File: src/rtl/anps_pkg.sv
package anps_pkg;

  // management register addresses (5-bit register field of a management frame)
  localparam logic [4:0] REG_LINK_PARTNER_ABILITY = 5'h05;
  localparam logic [4:0] REG_AUTONEG_EXPANSION    = 5'h06;

  // partner ability, base-page layout
  localparam int LPA_MORE_PAGES     = 15;
  localparam int LPA_ACKNOWLEDGE    = 14;
  localparam int LPA_FAULT_FLAG     = 13;
  localparam int LPA_RSVD_HI        = 12;
  localparam int LPA_RSVD_LO        = 10;
  localparam int LPA_T4_CAPABLE     = 9;
  localparam int LPA_FAST_FDX       = 8;
  localparam int LPA_FAST_CAPABLE   = 7;
  localparam int LPA_SLOW_FDX       = 6;
  localparam int LPA_SLOW_CAPABLE   = 5;
  localparam int LPA_SELECTOR_HI    = 4;
  localparam int LPA_SELECTOR_LO    = 0;

  // partner ability, next-page layout
  localparam int LPN_MESSAGE_FLAG   = 13;
  localparam int LPN_COMPLY_FLAG    = 12;
  localparam int LPN_ALTERNATE_BIT  = 11;
  localparam int LPN_CODE_HI        = 10;
  localparam int LPN_CODE_LO        = 0;

  // expansion layout
  localparam int EXP_PARALLEL_ERROR = 4;
  localparam int EXP_PARTNER_EXTRA  = 3;
  localparam int EXP_OWN_EXTRA      = 2;
  localparam int EXP_PAGE_ARRIVED   = 1;
  localparam int EXP_PARTNER_NEG    = 0;

  localparam logic [15:0] RESET_WORD       = 16'h0000;
  localparam logic [15:0] RSVD_BASE_MASK   = 16'h1c00;
  localparam logic [4:0]  STD_SELECTOR     = 5'h01;
  localparam int          NUM_TECHNOLOGIES = 3;

  typedef enum logic [1:0] {
    PG_BASE = 2'b00,
    PG_NEXT = 2'b01
  } anps_page_t;

endpackage : anps_pkg

File: src/rtl/anps_page_store.sv
// holds the last received link code word; read data registered
module anps_page_store (
  input  wire logic        mclk,
  input  wire logic        nrst,
  input  wire logic        wrEn,
  input  wire logic [15:0] wrWord,
  output logic [15:0]      rdWord
);

  logic [15:0] word_q;

  always_ff @(posedge mclk) begin
    if (!nrst) begin
      word_q <= anps_pkg::RESET_WORD;
    end else if (wrEn) begin
      word_q <= wrWord;
    end
  end

  always_ff @(posedge mclk) begin
    if (!nrst) begin
      rdWord <= anps_pkg::RESET_WORD;
    end else begin
      rdWord <= word_q;
    end
  end

endmodule : anps_page_store

File: src/rtl/anps_fault_detect.sv
// flags more than one technology seeing a valid link in the same cycle
module anps_fault_detect (
  input  wire logic                                 mclk,
  input  wire logic                                 nrst,
  input  wire logic [anps_pkg::NUM_TECHNOLOGIES-1:0] linkValid,
  output logic                                      multiLink
);

  function automatic logic more_than_one(
    input logic [anps_pkg::NUM_TECHNOLOGIES-1:0] v
  );
    logic seen;
    logic two;
    seen = 1'b0;
    two  = 1'b0;
    for (int i = 0; i < anps_pkg::NUM_TECHNOLOGIES; i++) begin
      two  = two | (seen & v[i]);
      seen = seen | v[i];
    end
    return two;
  endfunction : more_than_one

  always_ff @(posedge mclk) begin
    if (!nrst) begin
      multiLink <= 1'b0;
    end else begin
      multiLink <= more_than_one(linkValid);
    end
  end

endmodule : anps_fault_detect

File: src/rtl/anps_status_regs.sv
// How it works
// base page bit 15 shows partner next-page request
// base page bit 14 shows partner acknowledge
// base page bit 13 shows partner fault
// bits 9..5 show partner technology abilities
// base bits 12..10 reserved, read-only
// bits 4..0 show partner selector field
// next page bit 15 shows more pages
// next page bit 14 shows partner acknowledge
// next page bit 13 shows message page
// next page bit 12 shows comply flag
// next page bit 11 shows alternating bit
// next page bits 10..0 show code field
// parallel fault latches, cleared by expansion read
// fault when several technologies see link
// expansion bit 3 shows partner next-page support
// expansion bit 2 always reads one
// expansion bit 1 latches on page arrival
// expansion bit 0 shows partner negotiation ability
// latched flags clear only on read or reset
// switch to next-page layout once exchange begins
// writes ignored, reads always defined
module anps_status_regs (
  input  wire logic                                 mclk,
  input  wire logic                                 nrst,
  // from the arbitration function, same clock
  input  wire logic                                 pageValid,
  input  wire logic [15:0]                          pageWord,
  input  wire logic                                 nextPageActive,
  input  wire logic                                 partnerNegotiates,
  input  wire logic [anps_pkg::NUM_TECHNOLOGIES-1:0] linkValid,
  // management access, same clock
  input  wire logic                                 mgmtRead,
  input  wire logic                                 mgmtWrite,
  input  wire logic [4:0]                           mgmtAddr,
  input  wire logic [15:0]                          mgmtWrData,
  output logic [15:0]                               mgmtRdData,
  output logic                                      mgmtRdValid,
  output logic                                      parallelErrorOut
);

  logic [15:0]        pageStored;
  logic               multiLink;
  logic               parallelError_q;
  logic               pageArrived_q;
  logic               partnerExtra_q;
  logic               partnerNeg_q;
  anps_pkg::anps_page_t pageFmt_q;
  logic [15:0]        ability;
  logic [15:0]        expansion;
  logic               readExp;
  logic               unusedWrite;

  // writes carry no effect on these read-only registers
  assign unusedWrite = mgmtWrite ^ (^mgmtWrData);

  anps_page_store u_store (
    .mclk   (mclk),
    .nrst   (nrst),
    .wrEn   (pageValid),
    .wrWord (pageWord),
    .rdWord (pageStored)
  );

  anps_fault_detect u_fault (
    .mclk      (mclk),
    .nrst      (nrst),
    .linkValid (linkValid),
    .multiLink (multiLink)
  );

  assign readExp = mgmtRead && (mgmtAddr == anps_pkg::REG_AUTONEG_EXPANSION);

  // layout follows the exchange phase
  always_ff @(posedge mclk) begin
    if (!nrst) begin
      pageFmt_q <= anps_pkg::PG_BASE;
    end else begin
      case (pageFmt_q)
        anps_pkg::PG_BASE: begin
          if (nextPageActive) begin
            pageFmt_q <= anps_pkg::PG_NEXT;
          end
        end
        anps_pkg::PG_NEXT: begin
          if (!nextPageActive) begin
            pageFmt_q <= anps_pkg::PG_BASE;
          end
        end
        default: pageFmt_q <= anps_pkg::PG_BASE;
      endcase
    end
  end

  // set wins over the read clear so no event is lost
  always_ff @(posedge mclk) begin
    if (!nrst) begin
      parallelError_q <= 1'b0;
    end else if (multiLink) begin
      parallelError_q <= 1'b1;
    end else if (readExp) begin
      parallelError_q <= 1'b0;
    end
  end

  always_ff @(posedge mclk) begin
    if (!nrst) begin
      pageArrived_q <= 1'b0;
    end else if (pageValid) begin
      pageArrived_q <= 1'b1;
    end else if (readExp) begin
      pageArrived_q <= 1'b0;
    end
  end

  // partner next-page support taken from the base page only
  always_ff @(posedge mclk) begin
    if (!nrst) begin
      partnerExtra_q <= 1'b0;
      partnerNeg_q   <= 1'b0;
    end else begin
      partnerNeg_q <= partnerNegotiates;
      if (pageValid && pageFmt_q == anps_pkg::PG_BASE) begin
        partnerExtra_q <= pageWord[anps_pkg::LPA_MORE_PAGES];
      end
    end
  end

  // both layouts share bits 15..14 positions; base masks reserved bits
  always_comb begin
    ability = pageStored;
    if (pageFmt_q == anps_pkg::PG_BASE) begin
      ability = pageStored & ~anps_pkg::RSVD_BASE_MASK;
    end
  end

  always_comb begin
    expansion = anps_pkg::RESET_WORD;
    expansion[anps_pkg::EXP_PARALLEL_ERROR] = parallelError_q;
    expansion[anps_pkg::EXP_PARTNER_EXTRA]  = partnerExtra_q;
    expansion[anps_pkg::EXP_OWN_EXTRA]      = 1'b1;
    expansion[anps_pkg::EXP_PAGE_ARRIVED]   = pageArrived_q;
    expansion[anps_pkg::EXP_PARTNER_NEG]    = partnerNeg_q;
  end

  always_ff @(posedge mclk) begin
    if (!nrst) begin
      mgmtRdData  <= anps_pkg::RESET_WORD;
      mgmtRdValid <= 1'b0;
    end else begin
      mgmtRdValid <= mgmtRead;
      if (mgmtRead) begin
        case (mgmtAddr)
          anps_pkg::REG_LINK_PARTNER_ABILITY: mgmtRdData <= ability;
          anps_pkg::REG_AUTONEG_EXPANSION:    mgmtRdData <= expansion;
          default:                            mgmtRdData <= anps_pkg::RESET_WORD;
        endcase
      end
    end
  end

  always_ff @(posedge mclk) begin
    if (!nrst) begin
      parallelErrorOut <= 1'b0;
    end else begin
      parallelErrorOut <= parallelError_q;
    end
  end

  // checker side: own copy of the last page, kept apart from the page store
  logic [15:0] shadowPage_q;
  logic        pageFresh_q;
  logic        lpaRead;
  logic        baseCheck;
  logic        nextCheck;

  always_ff @(posedge mclk) begin
    if (!nrst) begin
      shadowPage_q <= anps_pkg::RESET_WORD;
      pageFresh_q  <= 1'b0;
    end else begin
      pageFresh_q <= pageValid;
      if (pageValid) begin
        shadowPage_q <= pageWord;
      end
    end
  end

  // a read one cycle after a page still returns the older word, so skip it
  assign lpaRead   = mgmtRead && (mgmtAddr == anps_pkg::REG_LINK_PARTNER_ABILITY);
  assign baseCheck = lpaRead && !pageFresh_q && (pageFmt_q == anps_pkg::PG_BASE);
  assign nextCheck = lpaRead && !pageFresh_q && (pageFmt_q == anps_pkg::PG_NEXT);

  a_fault_latches: assert property (@(posedge mclk) disable iff (!nrst)
    $past(multiLink) |-> parallelError_q)
    else $error("parallel fault not latched");

  a_fault_holds: assert property (@(posedge mclk) disable iff (!nrst)
    parallelError_q && !readExp |=> parallelError_q)
    else $error("parallel fault dropped without read");

  a_fault_clear: assert property (@(posedge mclk) disable iff (!nrst)
    parallelError_q && readExp && !multiLink |=> !parallelError_q)
    else $error("parallel fault not cleared by read");

  a_fault_out: assert property (@(posedge mclk) disable iff (!nrst)
    1'b1 |=> parallelErrorOut == $past(parallelError_q))
    else $error("fault output does not follow flag");

  a_multi_link: assert property (@(posedge mclk) disable iff (!nrst)
    ($countones(linkValid) > 1) |=> multiLink)
    else $error("multiple links not flagged");

  a_single_link: assert property (@(posedge mclk) disable iff (!nrst)
    ($countones(linkValid) < 2) |=> !multiLink)
    else $error("single link flagged as fault");

  a_page_latch: assert property (@(posedge mclk) disable iff (!nrst)
    pageValid |=> pageArrived_q)
    else $error("page arrival not latched");

  a_page_clear: assert property (@(posedge mclk) disable iff (!nrst)
    pageArrived_q && readExp && !pageValid |=> !pageArrived_q)
    else $error("page arrival not cleared by read");

  a_page_holds: assert property (@(posedge mclk) disable iff (!nrst)
    pageArrived_q && !readExp |=> pageArrived_q)
    else $error("page arrival dropped without read");

  a_own_extra: assert property (@(posedge mclk) disable iff (!nrst)
    mgmtRead && mgmtAddr == anps_pkg::REG_AUTONEG_EXPANSION
      |=> mgmtRdData[anps_pkg::EXP_OWN_EXTRA] && mgmtRdData[15:5] == 11'h000)
    else $error("expansion own bit or reserved wrong");

  a_rsvd_zero: assert property (@(posedge mclk) disable iff (!nrst)
    mgmtRead && mgmtAddr == anps_pkg::REG_LINK_PARTNER_ABILITY
      && pageFmt_q == anps_pkg::PG_BASE |=> mgmtRdData[12:10] == 3'h0)
    else $error("reserved base bits not zero");

  a_format_switch: assert property (@(posedge mclk) disable iff (!nrst)
    nextPageActive |=> pageFmt_q == anps_pkg::PG_NEXT)
    else $error("layout did not switch");

  a_format_back: assert property (@(posedge mclk) disable iff (!nrst)
    !nextPageActive |=> pageFmt_q == anps_pkg::PG_BASE)
    else $error("layout did not return to base");

  a_partner_neg: assert property (@(posedge mclk) disable iff (!nrst)
    partnerNegotiates |=> partnerNeg_q)
    else $error("partner negotiation not shown");

  a_neg_drop: assert property (@(posedge mclk) disable iff (!nrst)
    !partnerNegotiates |=> !partnerNeg_q)
    else $error("partner negotiation shown without cause");

  a_ability_data: assert property (@(posedge mclk) disable iff (!nrst)
    pageValid && !nextPageActive ##1 !pageValid && !nextPageActive ##1
      mgmtRead && mgmtAddr == anps_pkg::REG_LINK_PARTNER_ABILITY
      |=> mgmtRdData[15:13] == $past(pageWord[15:13], 3))
    else $error("base page bits wrong");

  a_extra_cap: assert property (@(posedge mclk) disable iff (!nrst)
    pageValid && pageFmt_q == anps_pkg::PG_BASE
      |=> partnerExtra_q == $past(pageWord[anps_pkg::LPA_MORE_PAGES]))
    else $error("partner next-page support wrong");

  a_extra_kept: assert property (@(posedge mclk) disable iff (!nrst)
    !(pageValid && pageFmt_q == anps_pkg::PG_BASE) |=> $stable(partnerExtra_q))
    else $error("partner next-page support changed outside base page");

  a_base_more: assert property (@(posedge mclk) disable iff (!nrst)
    baseCheck |=> mgmtRdData[anps_pkg::LPA_MORE_PAGES]
      == $past(shadowPage_q[anps_pkg::LPA_MORE_PAGES]))
    else $error("base next-page request bit wrong");

  a_base_ack: assert property (@(posedge mclk) disable iff (!nrst)
    baseCheck |=> mgmtRdData[anps_pkg::LPA_ACKNOWLEDGE]
      == $past(shadowPage_q[anps_pkg::LPA_ACKNOWLEDGE]))
    else $error("base acknowledge bit wrong");

  a_base_fault: assert property (@(posedge mclk) disable iff (!nrst)
    baseCheck |=> mgmtRdData[anps_pkg::LPA_FAULT_FLAG]
      == $past(shadowPage_q[anps_pkg::LPA_FAULT_FLAG]))
    else $error("base fault bit wrong");

  a_base_tech: assert property (@(posedge mclk) disable iff (!nrst)
    baseCheck |=> mgmtRdData[anps_pkg::LPA_T4_CAPABLE:anps_pkg::LPA_SLOW_CAPABLE]
      == $past(shadowPage_q[anps_pkg::LPA_T4_CAPABLE:anps_pkg::LPA_SLOW_CAPABLE]))
    else $error("base technology bits wrong");

  a_base_selector: assert property (@(posedge mclk) disable iff (!nrst)
    baseCheck |=> mgmtRdData[anps_pkg::LPA_SELECTOR_HI:anps_pkg::LPA_SELECTOR_LO]
      == $past(shadowPage_q[anps_pkg::LPA_SELECTOR_HI:anps_pkg::LPA_SELECTOR_LO]))
    else $error("base selector field wrong");

  a_next_more: assert property (@(posedge mclk) disable iff (!nrst)
    nextCheck |=> mgmtRdData[anps_pkg::LPA_MORE_PAGES]
      == $past(shadowPage_q[anps_pkg::LPA_MORE_PAGES]))
    else $error("next page more-pages bit wrong");

  a_next_ack: assert property (@(posedge mclk) disable iff (!nrst)
    nextCheck |=> mgmtRdData[anps_pkg::LPA_ACKNOWLEDGE]
      == $past(shadowPage_q[anps_pkg::LPA_ACKNOWLEDGE]))
    else $error("next page acknowledge bit wrong");

  a_next_message: assert property (@(posedge mclk) disable iff (!nrst)
    nextCheck |=> mgmtRdData[anps_pkg::LPN_MESSAGE_FLAG]
      == $past(shadowPage_q[anps_pkg::LPN_MESSAGE_FLAG]))
    else $error("next page message bit wrong");

  a_next_comply: assert property (@(posedge mclk) disable iff (!nrst)
    nextCheck |=> mgmtRdData[anps_pkg::LPN_COMPLY_FLAG]
      == $past(shadowPage_q[anps_pkg::LPN_COMPLY_FLAG]))
    else $error("next page comply bit wrong");

  a_next_toggle: assert property (@(posedge mclk) disable iff (!nrst)
    nextCheck |=> mgmtRdData[anps_pkg::LPN_ALTERNATE_BIT]
      == $past(shadowPage_q[anps_pkg::LPN_ALTERNATE_BIT]))
    else $error("next page alternating bit wrong");

  a_next_code: assert property (@(posedge mclk) disable iff (!nrst)
    nextCheck |=> mgmtRdData[anps_pkg::LPN_CODE_HI:anps_pkg::LPN_CODE_LO]
      == $past(shadowPage_q[anps_pkg::LPN_CODE_HI:anps_pkg::LPN_CODE_LO]))
    else $error("next page code field wrong");

  a_write_ignored: assert property (@(posedge mclk) disable iff (!nrst)
    mgmtWrite && !mgmtRead |=> $stable(mgmtRdData))
    else $error("write changed read data");

  a_unmapped_zero: assert property (@(posedge mclk) disable iff (!nrst)
    mgmtRead && mgmtAddr != anps_pkg::REG_LINK_PARTNER_ABILITY
      && mgmtAddr != anps_pkg::REG_AUTONEG_EXPANSION |=> mgmtRdData == anps_pkg::RESET_WORD)
    else $error("unmapped read not zero");

  a_valid_pulse: assert property (@(posedge mclk) disable iff (!nrst)
    mgmtRead |=> mgmtRdValid)
    else $error("read not answered");

  a_valid_idle: assert property (@(posedge mclk) disable iff (!nrst)
    !mgmtRead |=> !mgmtRdValid)
    else $error("read valid without read");

endmodule : anps_status_regs

File: config.mk
export PLATFORM = sky130hd
export DESIGN_NAME = anps_status_regs
export DESIGN_NICKNAME = d
export VERILOG_FILES = /design/src/rtl/anps_pkg.sv /design/src/rtl/anps_page_store.sv /design/src/rtl/anps_fault_detect.sv /design/src/rtl/anps_status_regs.sv
export SDC_FILE = /design/constraint.sdc
export NUM_CORES = 1
export LEC_CHECK = 0
export ABC_CLOCK_PERIOD_IN_PS = 1200
export BUFFER_PORTS_ARGS = -buffer_cell sky130_fd_sc_hd__buf_2
export CORE_ASPECT_RATIO = 0.8
export CORE_MARGIN = 1.5
export CORE_UTILIZATION = 48
export DETAILED_ROUTE_END_ITERATION = 8
export GPL_ROUTABILITY_DRIVEN = 0
export GPL_TIMING_DRIVEN = 1
export PLACE_DENSITY = 0.74
export SETUP_SLACK_MARGIN = 0.02
export SLEW_MARGIN = 20
export SYNTH_ARGS = -nofsm -noshare
export SYNTH_HDL_FRONTEND = slang
export SYNTH_SLANG_ARGS = --single-unit
export TNS_END_PERCENT = 100
File: constraint.sdc
create_clock -name mclk -period 1.2 [get_ports mclk]
set_input_delay 0.12 -clock mclk [delete_from_list [all_inputs] [get_ports mclk]]
set_output_delay 0.12 -clock mclk [all_outputs]
set_load 0.05 [all_outputs]
Word-level counts from Yosys, hierarchy flattened --
Index checks and enable logic that the tools add are counted.
Word-level totals: bits in registers 57, bits of input ports 47, output and inout port bits 18, word-level logic and storage cells 34
Operators by class: eq/ne operators 5, muxes and demuxes 8, bitwise logic cells 4, reductions and logical operators 6
Operators by type and width (number):
- 16-bit one-hot mux with 2 select lines | 1
- 13-bit two-way mux | 1
- 5-bit by 3-bit equality test with 1-bit output (second input constant) | 2
- 2-bit two-way mux | 2
- 2-bit inequality test (second input constant) | 2
- 2-bit one-hot mux with 2 select lines | 1
- 2-bit nonzero test | 2
- 1-bit two-way mux | 3
- 1-bit bitwise AND | 2
- 2-bit by 1-bit equality test with 1-bit output (second input constant) | 1
- 1-bit logical AND | 2
- 2-bit logical NOT | 1
- 1-bit bitwise OR | 2
- 2-bit AND reduction | 1

Logic depth before layout (Yosys ltp) --
Gate-level depths: netlist of the first run.
word-level depth 4, gate-level depth with buffers 5, mapped depth without buffers 3

By module --
A second synthesis of the first run with hierarchy kept.
Unflattened totals: cells, all modules 178, area, all modules 1965.6 um^2
By module, submodules not included:
- anps_page_store | times used 1, cells an instance 85, area an instance 1043.5 um^2, sequential area each 640.6 um^2
- anps_status_regs | times used 1, cells an instance 89, area an instance 885.8 um^2, sequential area each 460.4 um^2
- anps_fault_detect | times used 1, cells an instance 4, area an instance 36.3 um^2, sequential area each 20.0 um^2

Least setup slack after synthesis of the first run --
OpenSTA, ideal clock, no wires.
kind input -> register, start input port mgmtAddr[3], end register mgmtRdData[11], setup time 0.117 ns, arrival 0.877 ns, required time 1.083 ns, path slack 0.206 ns, stages 4, path buffers 1, cells stage by stage and4bb_4 -> and3_4 -> buf_6 -> a32o_2
Between the ends: cells in the longest elaborated chain, start to end 2, elaborated cells on any way between the ends 3, those cells by class 2 x eq/ne; 1 x mux
Ends and longest elaborated chain:
- start: declaration | line anps_status_regs.sv:35 | input wire logic [4:0] mgmtAddr,
- 5-bit by 3-bit equality test with 1-bit output | line anps_status_regs.sv:153 | case (mgmtAddr)
- 16-bit one-hot mux with 2 select lines (*) | line anps_status_regs.sv:153
- end signal: assignment | line anps_status_regs.sv:154 | anps_pkg::REG_LINK_PARTNER_ABILITY: mgmtRdData <= ability;
- end signal: assignment | line anps_status_regs.sv:155 | anps_pkg::REG_AUTONEG_EXPANSION: mgmtRdData <= expansion;
- end signal: assignment | line anps_status_regs.sv:156 | default: mgmtRdData <= anps_pkg::RESET_WORD;
- end: declaration | line anps_status_regs.sv:37 | output logic [15:0] mgmtRdData,
Mark *: on every way between the ends. The rest lies on a longest branch, timed or not. A chain may end at the register's enable or synchronous reset.

Final worst setup path of the first run --
start register mgmtRdData[8], end output port mgmtRdData[8]
RTL lines:
- start signal: assignment | line anps_status_regs.sv:148 | mgmtRdData <= anps_pkg::RESET_WORD;
- start signal: assignment | line anps_status_regs.sv:154
- start signal: assignment | line anps_status_regs.sv:155
No word-level cell between the ends.

==> flow_metrics.py, run 1 <==
metrics = {
    "finish": {
        "fillCellCount": 322,
        "multi_input_area_sq_um": 681,
        "regArea_sq_mm": 0.00112,
        "drive_above_1_share_pct": 30.0,
        "layout_common_cells": "dfxtp_1 (56), buf_2 (47), and2_1 (20)",
        "nets": 256,
        "layout_commonest_cell": "dfxtp_1",
        "area_growth_pct": 19.6,
        "final_design_area_no_fill_sq_mm": 0.00223,
        "diodes": 0,
    },
    "synth": {
        "yosysSeqAreaShare_pct": 60.1,
        "synth_warnings": 0,
        "synthCells": 162,
        "syn_area_sq_mm": 0.00186,
        "synth_cell_types": 22,
        "ys_ff_latch": 56,
        "synth_area_per_cell_sq_um": 11.5,
        "syn_nets": 209,
    },
    "min_path": {
        "hold_depth": 2,
        "min_from": "partnerNegotiates",
        "hold_path_end": "partnerNeg_q",
        "min_path_type": "input port to register",
    },
    "timing": {
        "setup_violations": 0,
        "skew_ns": 0.00203,
        "clock.fmax_mhz": 959,
        "fin_crit_sh_pct": 86.9,
        "fin_crit_ns": 1.04,
        "hold_viol_final": 0,
        "slew_violations": 0,
        "worstMarginPinSlew_ns": 0.613,
        "maxSlewHeadroom_pct": 58.9,
        "rsz0062_at_grt": "false",
    },
    "clock_tree": {
        "clkTransAtPathRegs_ns": 0.09,
        "h-tree-depth": 2,
        "clockBufferDepth": 2,
        "clock_latency_ns": 0.30,
        "cts_sinks": 56,
        "cts_tree": "yes",
        "numCtsBuffers": 5,
        "clockRootBuffer": "clkbuf_8",
    },
    "route": {
        "dr.first_iter.drc_count": 57,
        "viasPerCell": 4.94,
        "routed_wl_mm": 3.20,
        "drtPass1Iterations": 4,
        "num_vias": 1256,
        "antenna_left": 0,
        "wl_per_cell_um": 12.6,
        "drc": 0,
    },
    "grt": {
        "grt_pass1_vias": 1167,
        "grt_pass1_wl_mm": 5.17,
        "met2_usage_pct": 23.3,
        "grtUsageTotal_pct": 15.9,
        "antenna_found_initial": 0,
        "grt_overflow_total": 0,
        "met3_usage_pct": 4.62,
        "grt_start_max_net_pins": 43,
        "busiest_layer": "met2",
        "grt_use_met1_pct": 21.9,
    },
    "setup_path": {
        "worst-path-buf-inv": 1,
        "slowest_stage": "dfxtp_1",
        "arrival_ns": 0.92,
        "critPathMaxStageDelay_ns": 0.35,
        "reg2reg_to": "mgmtRdData[1]",
        "crit_family": "flip-flops",
        "start_kind": "register",
        "cp_cell_sequence": "buf_2",
        "end_kind": "primary output",
        "path_max_fanout": 2,
        "reg2reg_depth": 2,
        "crit_required_ns": 1.08,
        "critPathKind": "register to primary output",
        "r2r_slack_ns": 0.46,
        "r2r_start": "pageArrived_q",
    },
    "floorplan": {
        "ios": 65,
        "core-area_sq_mm": 0.00375,
        "rows": 20,
        "die_w_um": 72.7,
        "initial_utilization_pct": 49.7,
        "fp.dieH_um": 58.7,
        "dieArea_sq_mm": 0.00427,
    },
    "place": {
        "place_area_sq_mm": 0.00212,
        "dp_hpwl_mm": 2.39,
        "io_buffers": 47,
    },
    "flow_run": {
        "maxCapViolations": 0,
    },
    "power": {
        "p_per_area_mw_per_mm2": 1500,
        "p_leak_nw": 1.02,
        "power.total_mw": 3.34,
        "ir_drop_mv": 0.566,
    },
    "status": {
        "status": "complete, no violations",
    },
}
## worst max path at each step
stage,slack (ns),startpoint,cells after the start,to
final,0.16,mgmtRdData[8],1,mgmtRdData[8]
after global routing,0.10,mgmtRdData[10],1,mgmtRdData[10]
after CTS,0.11,mgmtRead,4,mgmtRdData[1]
after detailed placement,-0.22,mgmtRead,4,mgmtRdData[1]
after global placement,-0.09,mgmtRead,3,mgmtRdData[14]
after floorplan,0.21,mgmtAddr[3],4,mgmtRdData[11]
## per-stage QoR
stage	cells	setup slack (ns)	utilization (%)	hold WS [ns]	TNS, ns
global placement	246	-0.0862	56.5	0.335	-1.03
global route	254	0.104	59.4	0.0230	0
floorplan	162	0.206	-	0.242	0
detailed placement	246	-0.216	56.5	0.335	-2.18
CTS	254	0.110	59.3	0.0101	0
finish	254	0.157	59.4	0.0241	0
## Yosys cell counts
cell type / count / area share (%)
dfxtp_1: 56 / 60
and2_1: 20 / 6.7
nor2b_1: 18 / 6.0
mux2i_1: 16 / 8.6
o21ai_0: 9 / 2.4
a22o_1: 8 / 3.8
nand2_1: 7 / 1.4
clkbuf_1: 5 / 1.0
a22oi_1: 4 / 1.6
buf_4: 3 / 1.2
a21boi_0: 2 / 0.81
a31oi_1: 2 / 0.67
a32o_2: 2 / 1.2
inv_1: 2 / 0.40
a21oi_1: 1 / 0.27
a32o_1: 1 / 0.54
and3_4: 1 / 0.60
and4bb_4: 1 / 0.87
buf_6: 1 / 0.60
clkbuf_2: 1 / 0.27
nand3b_1: 1 / 0.40
nor2b_2: 1 / 0.47
## kinds of logic (layout without fill, tap and decap cells)
family          Yosys count  in the layout  share of synthesized area (%)
compound gates           29             29                           11.3
buf+inv                  12             60                           3.49
flops                    56             56                           60.1
mux                      16             16                           8.59
simple gates             49             49                           16.5
## area by class of cell
cell class	count	area share, %
clock inverter	2	1.57
timing repair buffer	50	11.6
inverter	2	0.337
sequential	56	50.3
multi-input combinational	94	30.5
clock buffer	6	3.25
tap	44	2.47
## where the power goes
| group | switching, mW | leakage (nW) | total, mW | internal (mW) |
|---|---|---|---|---|
| Sequential | 0.0309 | 0.458 | 1.96 | 1.93 |
| Combinational | 0.110 | 0.504 | 0.221 | 0.111 |
| Clock | 0.546 | 0.0552 | 1.17 | 0.619 |
## flip-flops by register name (all words and copies together) (netlist names)
| name | flops |
|---|---|
| pageArrived_q | 1 |
| parallelError_q | 1 |
| u_store.word_q | 16 |
| partnerExtra_q | 1 |
| mgmtRdData | 16 |
| parallelErrorOut | 1 |
| pageFmt_q | 1 |
| mgmtRdValid | 1 |
| u_fault.multiLink | 1 |
| partnerNeg_q | 1 |
| u_store.rdWord | 16 |
## timing repair
| action | 4_1_cts | 5_1_grt |
|---|---|---|
| hold endpoints to repair | 0 | 0 |
| hold buffers | 0 | 0 |
| resized for setup | 0 | 1 |
| setup endpoints to repair | 0 | 1 |
| buffers inserted | 0 | 0 |
## metal layers
| layer | vias up | share of wire, % |
|---|---|---|
| met1 | 574 | 49 |
| met2 | 41 | 44 |
| li1 | 639 | - |
| met3 | 2 | 5.8 |
| met4 | 0 | 0.66 |
| met5 | - | 0 |
Note: power is estimated with default switching activity, not from simulation.
==> run 2, diff against run 1 <==
--- a/config.mk
+++ b/config.mk
@@ -9,11 +9,12 @@
 export BUFFER_PORTS_ARGS = -buffer_cell sky130_fd_sc_hd__buf_2
 export CORE_ASPECT_RATIO = 0.8
 export CORE_MARGIN = 1.5
-export CORE_UTILIZATION = 48
+export CORE_UTILIZATION = 50
+export CTS_BUF_LIST = sky130_fd_sc_hd__clkbuf_2
 export DETAILED_ROUTE_END_ITERATION = 8
 export GPL_ROUTABILITY_DRIVEN = 0
 export GPL_TIMING_DRIVEN = 1
-export PLACE_DENSITY = 0.74
+export PLACE_DENSITY = 0.77
 export SETUP_SLACK_MARGIN = 0.02
 export SLEW_MARGIN = 20
 export SYNTH_ARGS = -nofsm -noshare
==> run 2 against run 1 <==
Clock-buffer cell count shrank 1; combinational power is 33% higher; non-clock buffer count is 28 higher; power grew 7.4%; die area fell by 3.8%; sequential cell count is the same; critical path type unchanged; critical endpoint is now mgmtRdData[12]; largest cell class unchanged; highest routed layer unchanged.
==> flow_metrics.py, run 2 (synthesis results as in run 1) <==
metrics = {
    "floorplan": {
        "fp.dieH_um": 57.6,
        "initial_utilization_pct": 53.3,
        "die_w_um": 71.3,
        "core-area_sq_mm": 0.00349,
        "dieArea_sq_mm": 0.00411,
        "ios": 65,
        "rows": 19,
    },
    "setup_path": {
        "worst-path-buf-inv": 1,
        "start_kind": "register",
        "path_max_fanout": 2,
        "arrival_ns": 1.01,
        "slowest_stage": "dfxtp_2",
        "r2r_start": "pageFmt_q[0]",
        "startpoint": "mgmtRdData[12]",
        "critPathKind": "register to primary output",
        "crit_family": "flip-flops",
        "crit_required_ns": 1.08,
        "end_kind": "primary output",
        "cp_cell_sequence": "buf_8",
        "critPathMaxStageDelay_ns": 0.42,
    },
    "timing": {
        "fin_crit_sh_pct": 94.4,
        "slew_violations": 0,
        "setup_violations": 0,
        "worstMarginPinSlew_ns": 0.633,
        "hold_viol_final": 0,
        "skew_ns": 0.0208,
        "rsz0062_at_grt": "true",
        "maxSlewHeadroom_pct": 57.6,
        "clock.fmax_mhz": 883,
        "fin_crit_ns": 1.13,
    },
    "place": {
        "dp_hpwl_mm": 2.34,
        "dp.cells": 245,
        "io_buffers": 47,
    },
    "grt": {
        "antenna_found_initial": 0,
        "met3_usage_pct": 4.17,
        "grt_use_met1_pct": 23.1,
        "grt_overflow_total": 0,
        "grt_start_max_net_pins": 43,
        "met2_usage_pct": 31.7,
        "grt_pass1_vias": 1334,
        "grtUsageTotal_pct": 19.1,
        "busiest_layer": "met2",
        "grt_pass1_wl_mm": 5.91,
    },
    "route": {
        "drc": 0,
        "dr.first_iter.drc_count": 61,
        "drtPass1Iterations": 4,
        "viasPerCell": 4.84,
        "wl_per_cell_um": 13.4,
        "routed_wl_mm": 3.75,
        "num_vias": 1354,
        "antenna_left": 0,
    },
    "clock_tree": {
        "cts_sinks": 56,
        "clkTransAtPathRegs_ns": 0.27,
        "clock_latency_ns": 0.45,
        "clockBufferDepth": 2,
        "numCtsBuffers": 5,
        "h-tree-depth": 2,
        "cts_tree": "yes",
        "clockRootBuffer": "clkbuf_2",
    },
    "flow_run": {
        "maxCapViolations": 0,
    },
    "power": {
        "power.total_mw": 3.59,
        "ir_drop_mv": 0.741,
        "p_per_area_mw_per_mm2": 1360,
        "p_leak_nw": 1.17,
    },
    "finish": {
        "area_growth_pct": 41.9,
        "utilization_pct": 75.7,
        "layout_commonest_cell": "dfxtp_1",
        "reg.largest.list": "mgmtRdData (16), u_store.rdWord (16), u_store.word_q (16)",
        "layout_common_cells": "dfxtp_1 (40), buf_2 (29), dlygate4sd3_1 (24)",
        "nets": 284,
        "drive_above_1_share_pct": 35.3,
        "finalNonFillerCells": 280,
        "diodes": 0,
    },
    "min_path": {
        "min_from": "mgmtAddr[0]",
        "min_path_type": "input port to register",
    },
    "status": {
        "status": "complete, no violations",
    },
}
==> run 2: cell types whose count changed in the layout (fill, tap and decap cells not counted), moves of 5 or more <==
cell and delta:
dlygate4sd3_1 +24, buf_2 -18, dfxtp_1 -16, dfxtp_2 +16, buf_6 +12, buf_4 +6, clkbuf_2 +5, clkbuf_8 -5
==> run 2: what timing repair did <==
item	in CTS	in global routing
endpoints found under the hold margin	22	0
hold buffers	24	0
resized for setup	42	12
setup endpoints to repair	18	16
setup buffers	0	3
==> run 2: where the power goes <==
part           leakage [nW]  internal (mW)  switching, mW
Sequential            0.466           1.93         0.0321
Clock                0.0632          0.767          0.564
Combinational         0.638          0.168          0.127
==> run 2: cell type report <==
class,count,area (sq um)
repair buffers,78,648
flip-flops and latches,56,1140
clock inverters,3,90.1
well taps,42,52.6
fillers,218,850
clock buffers,5,25.0
inverters,2,7.51
multi-input cells,94,681
==> run 2: routing by layer <==
metal,up-vias,wire length (um)
li1,700,-
met1,608,1730
met2,39,1830
met3,7,132
met4,0,57
met5,-,0
==> run 2: metrics by stage <==
step / area, sq um / worst slack (ns) / hold WS (ns) / setup TNS [ns]
2_1_floorplan: 1860 / 0.206 / 0.242 / 0
3_3_place_gp: 2120 / -0.127 / 0.333 / -1.66
3_5_place_dp: 2120 / -0.179 / 0.328 / -2.34
4_1_cts: 2580 / 0.0227 / 0.0206 / 0
5_1_grt: 2650 / 0.00396 / 0.0436 / 0
6_report: 2650 / 0.0675 / 0.0492 / 0
==> run 2: tightest hold or removal path: cells and delay by family <==
family | cells | cell delay [ns]
and+or+nand+nor | 1 | 0.10
buffers and inverters | 1 | 0.09
AOI/OAI and AO/OA | 1 | 0.17
==> run 2: final timing paths <==
path | depth (start not counted) | slack (ns) | endpoint
min | 3 | 0.05 | pageArrived_q
min reg2reg | 1 | 0.48 | u_store.rdWord[13]
max reg2reg | 2 | 0.42 | partnerExtra_q
max | 1 | 0.07 | mgmtRdData[12]
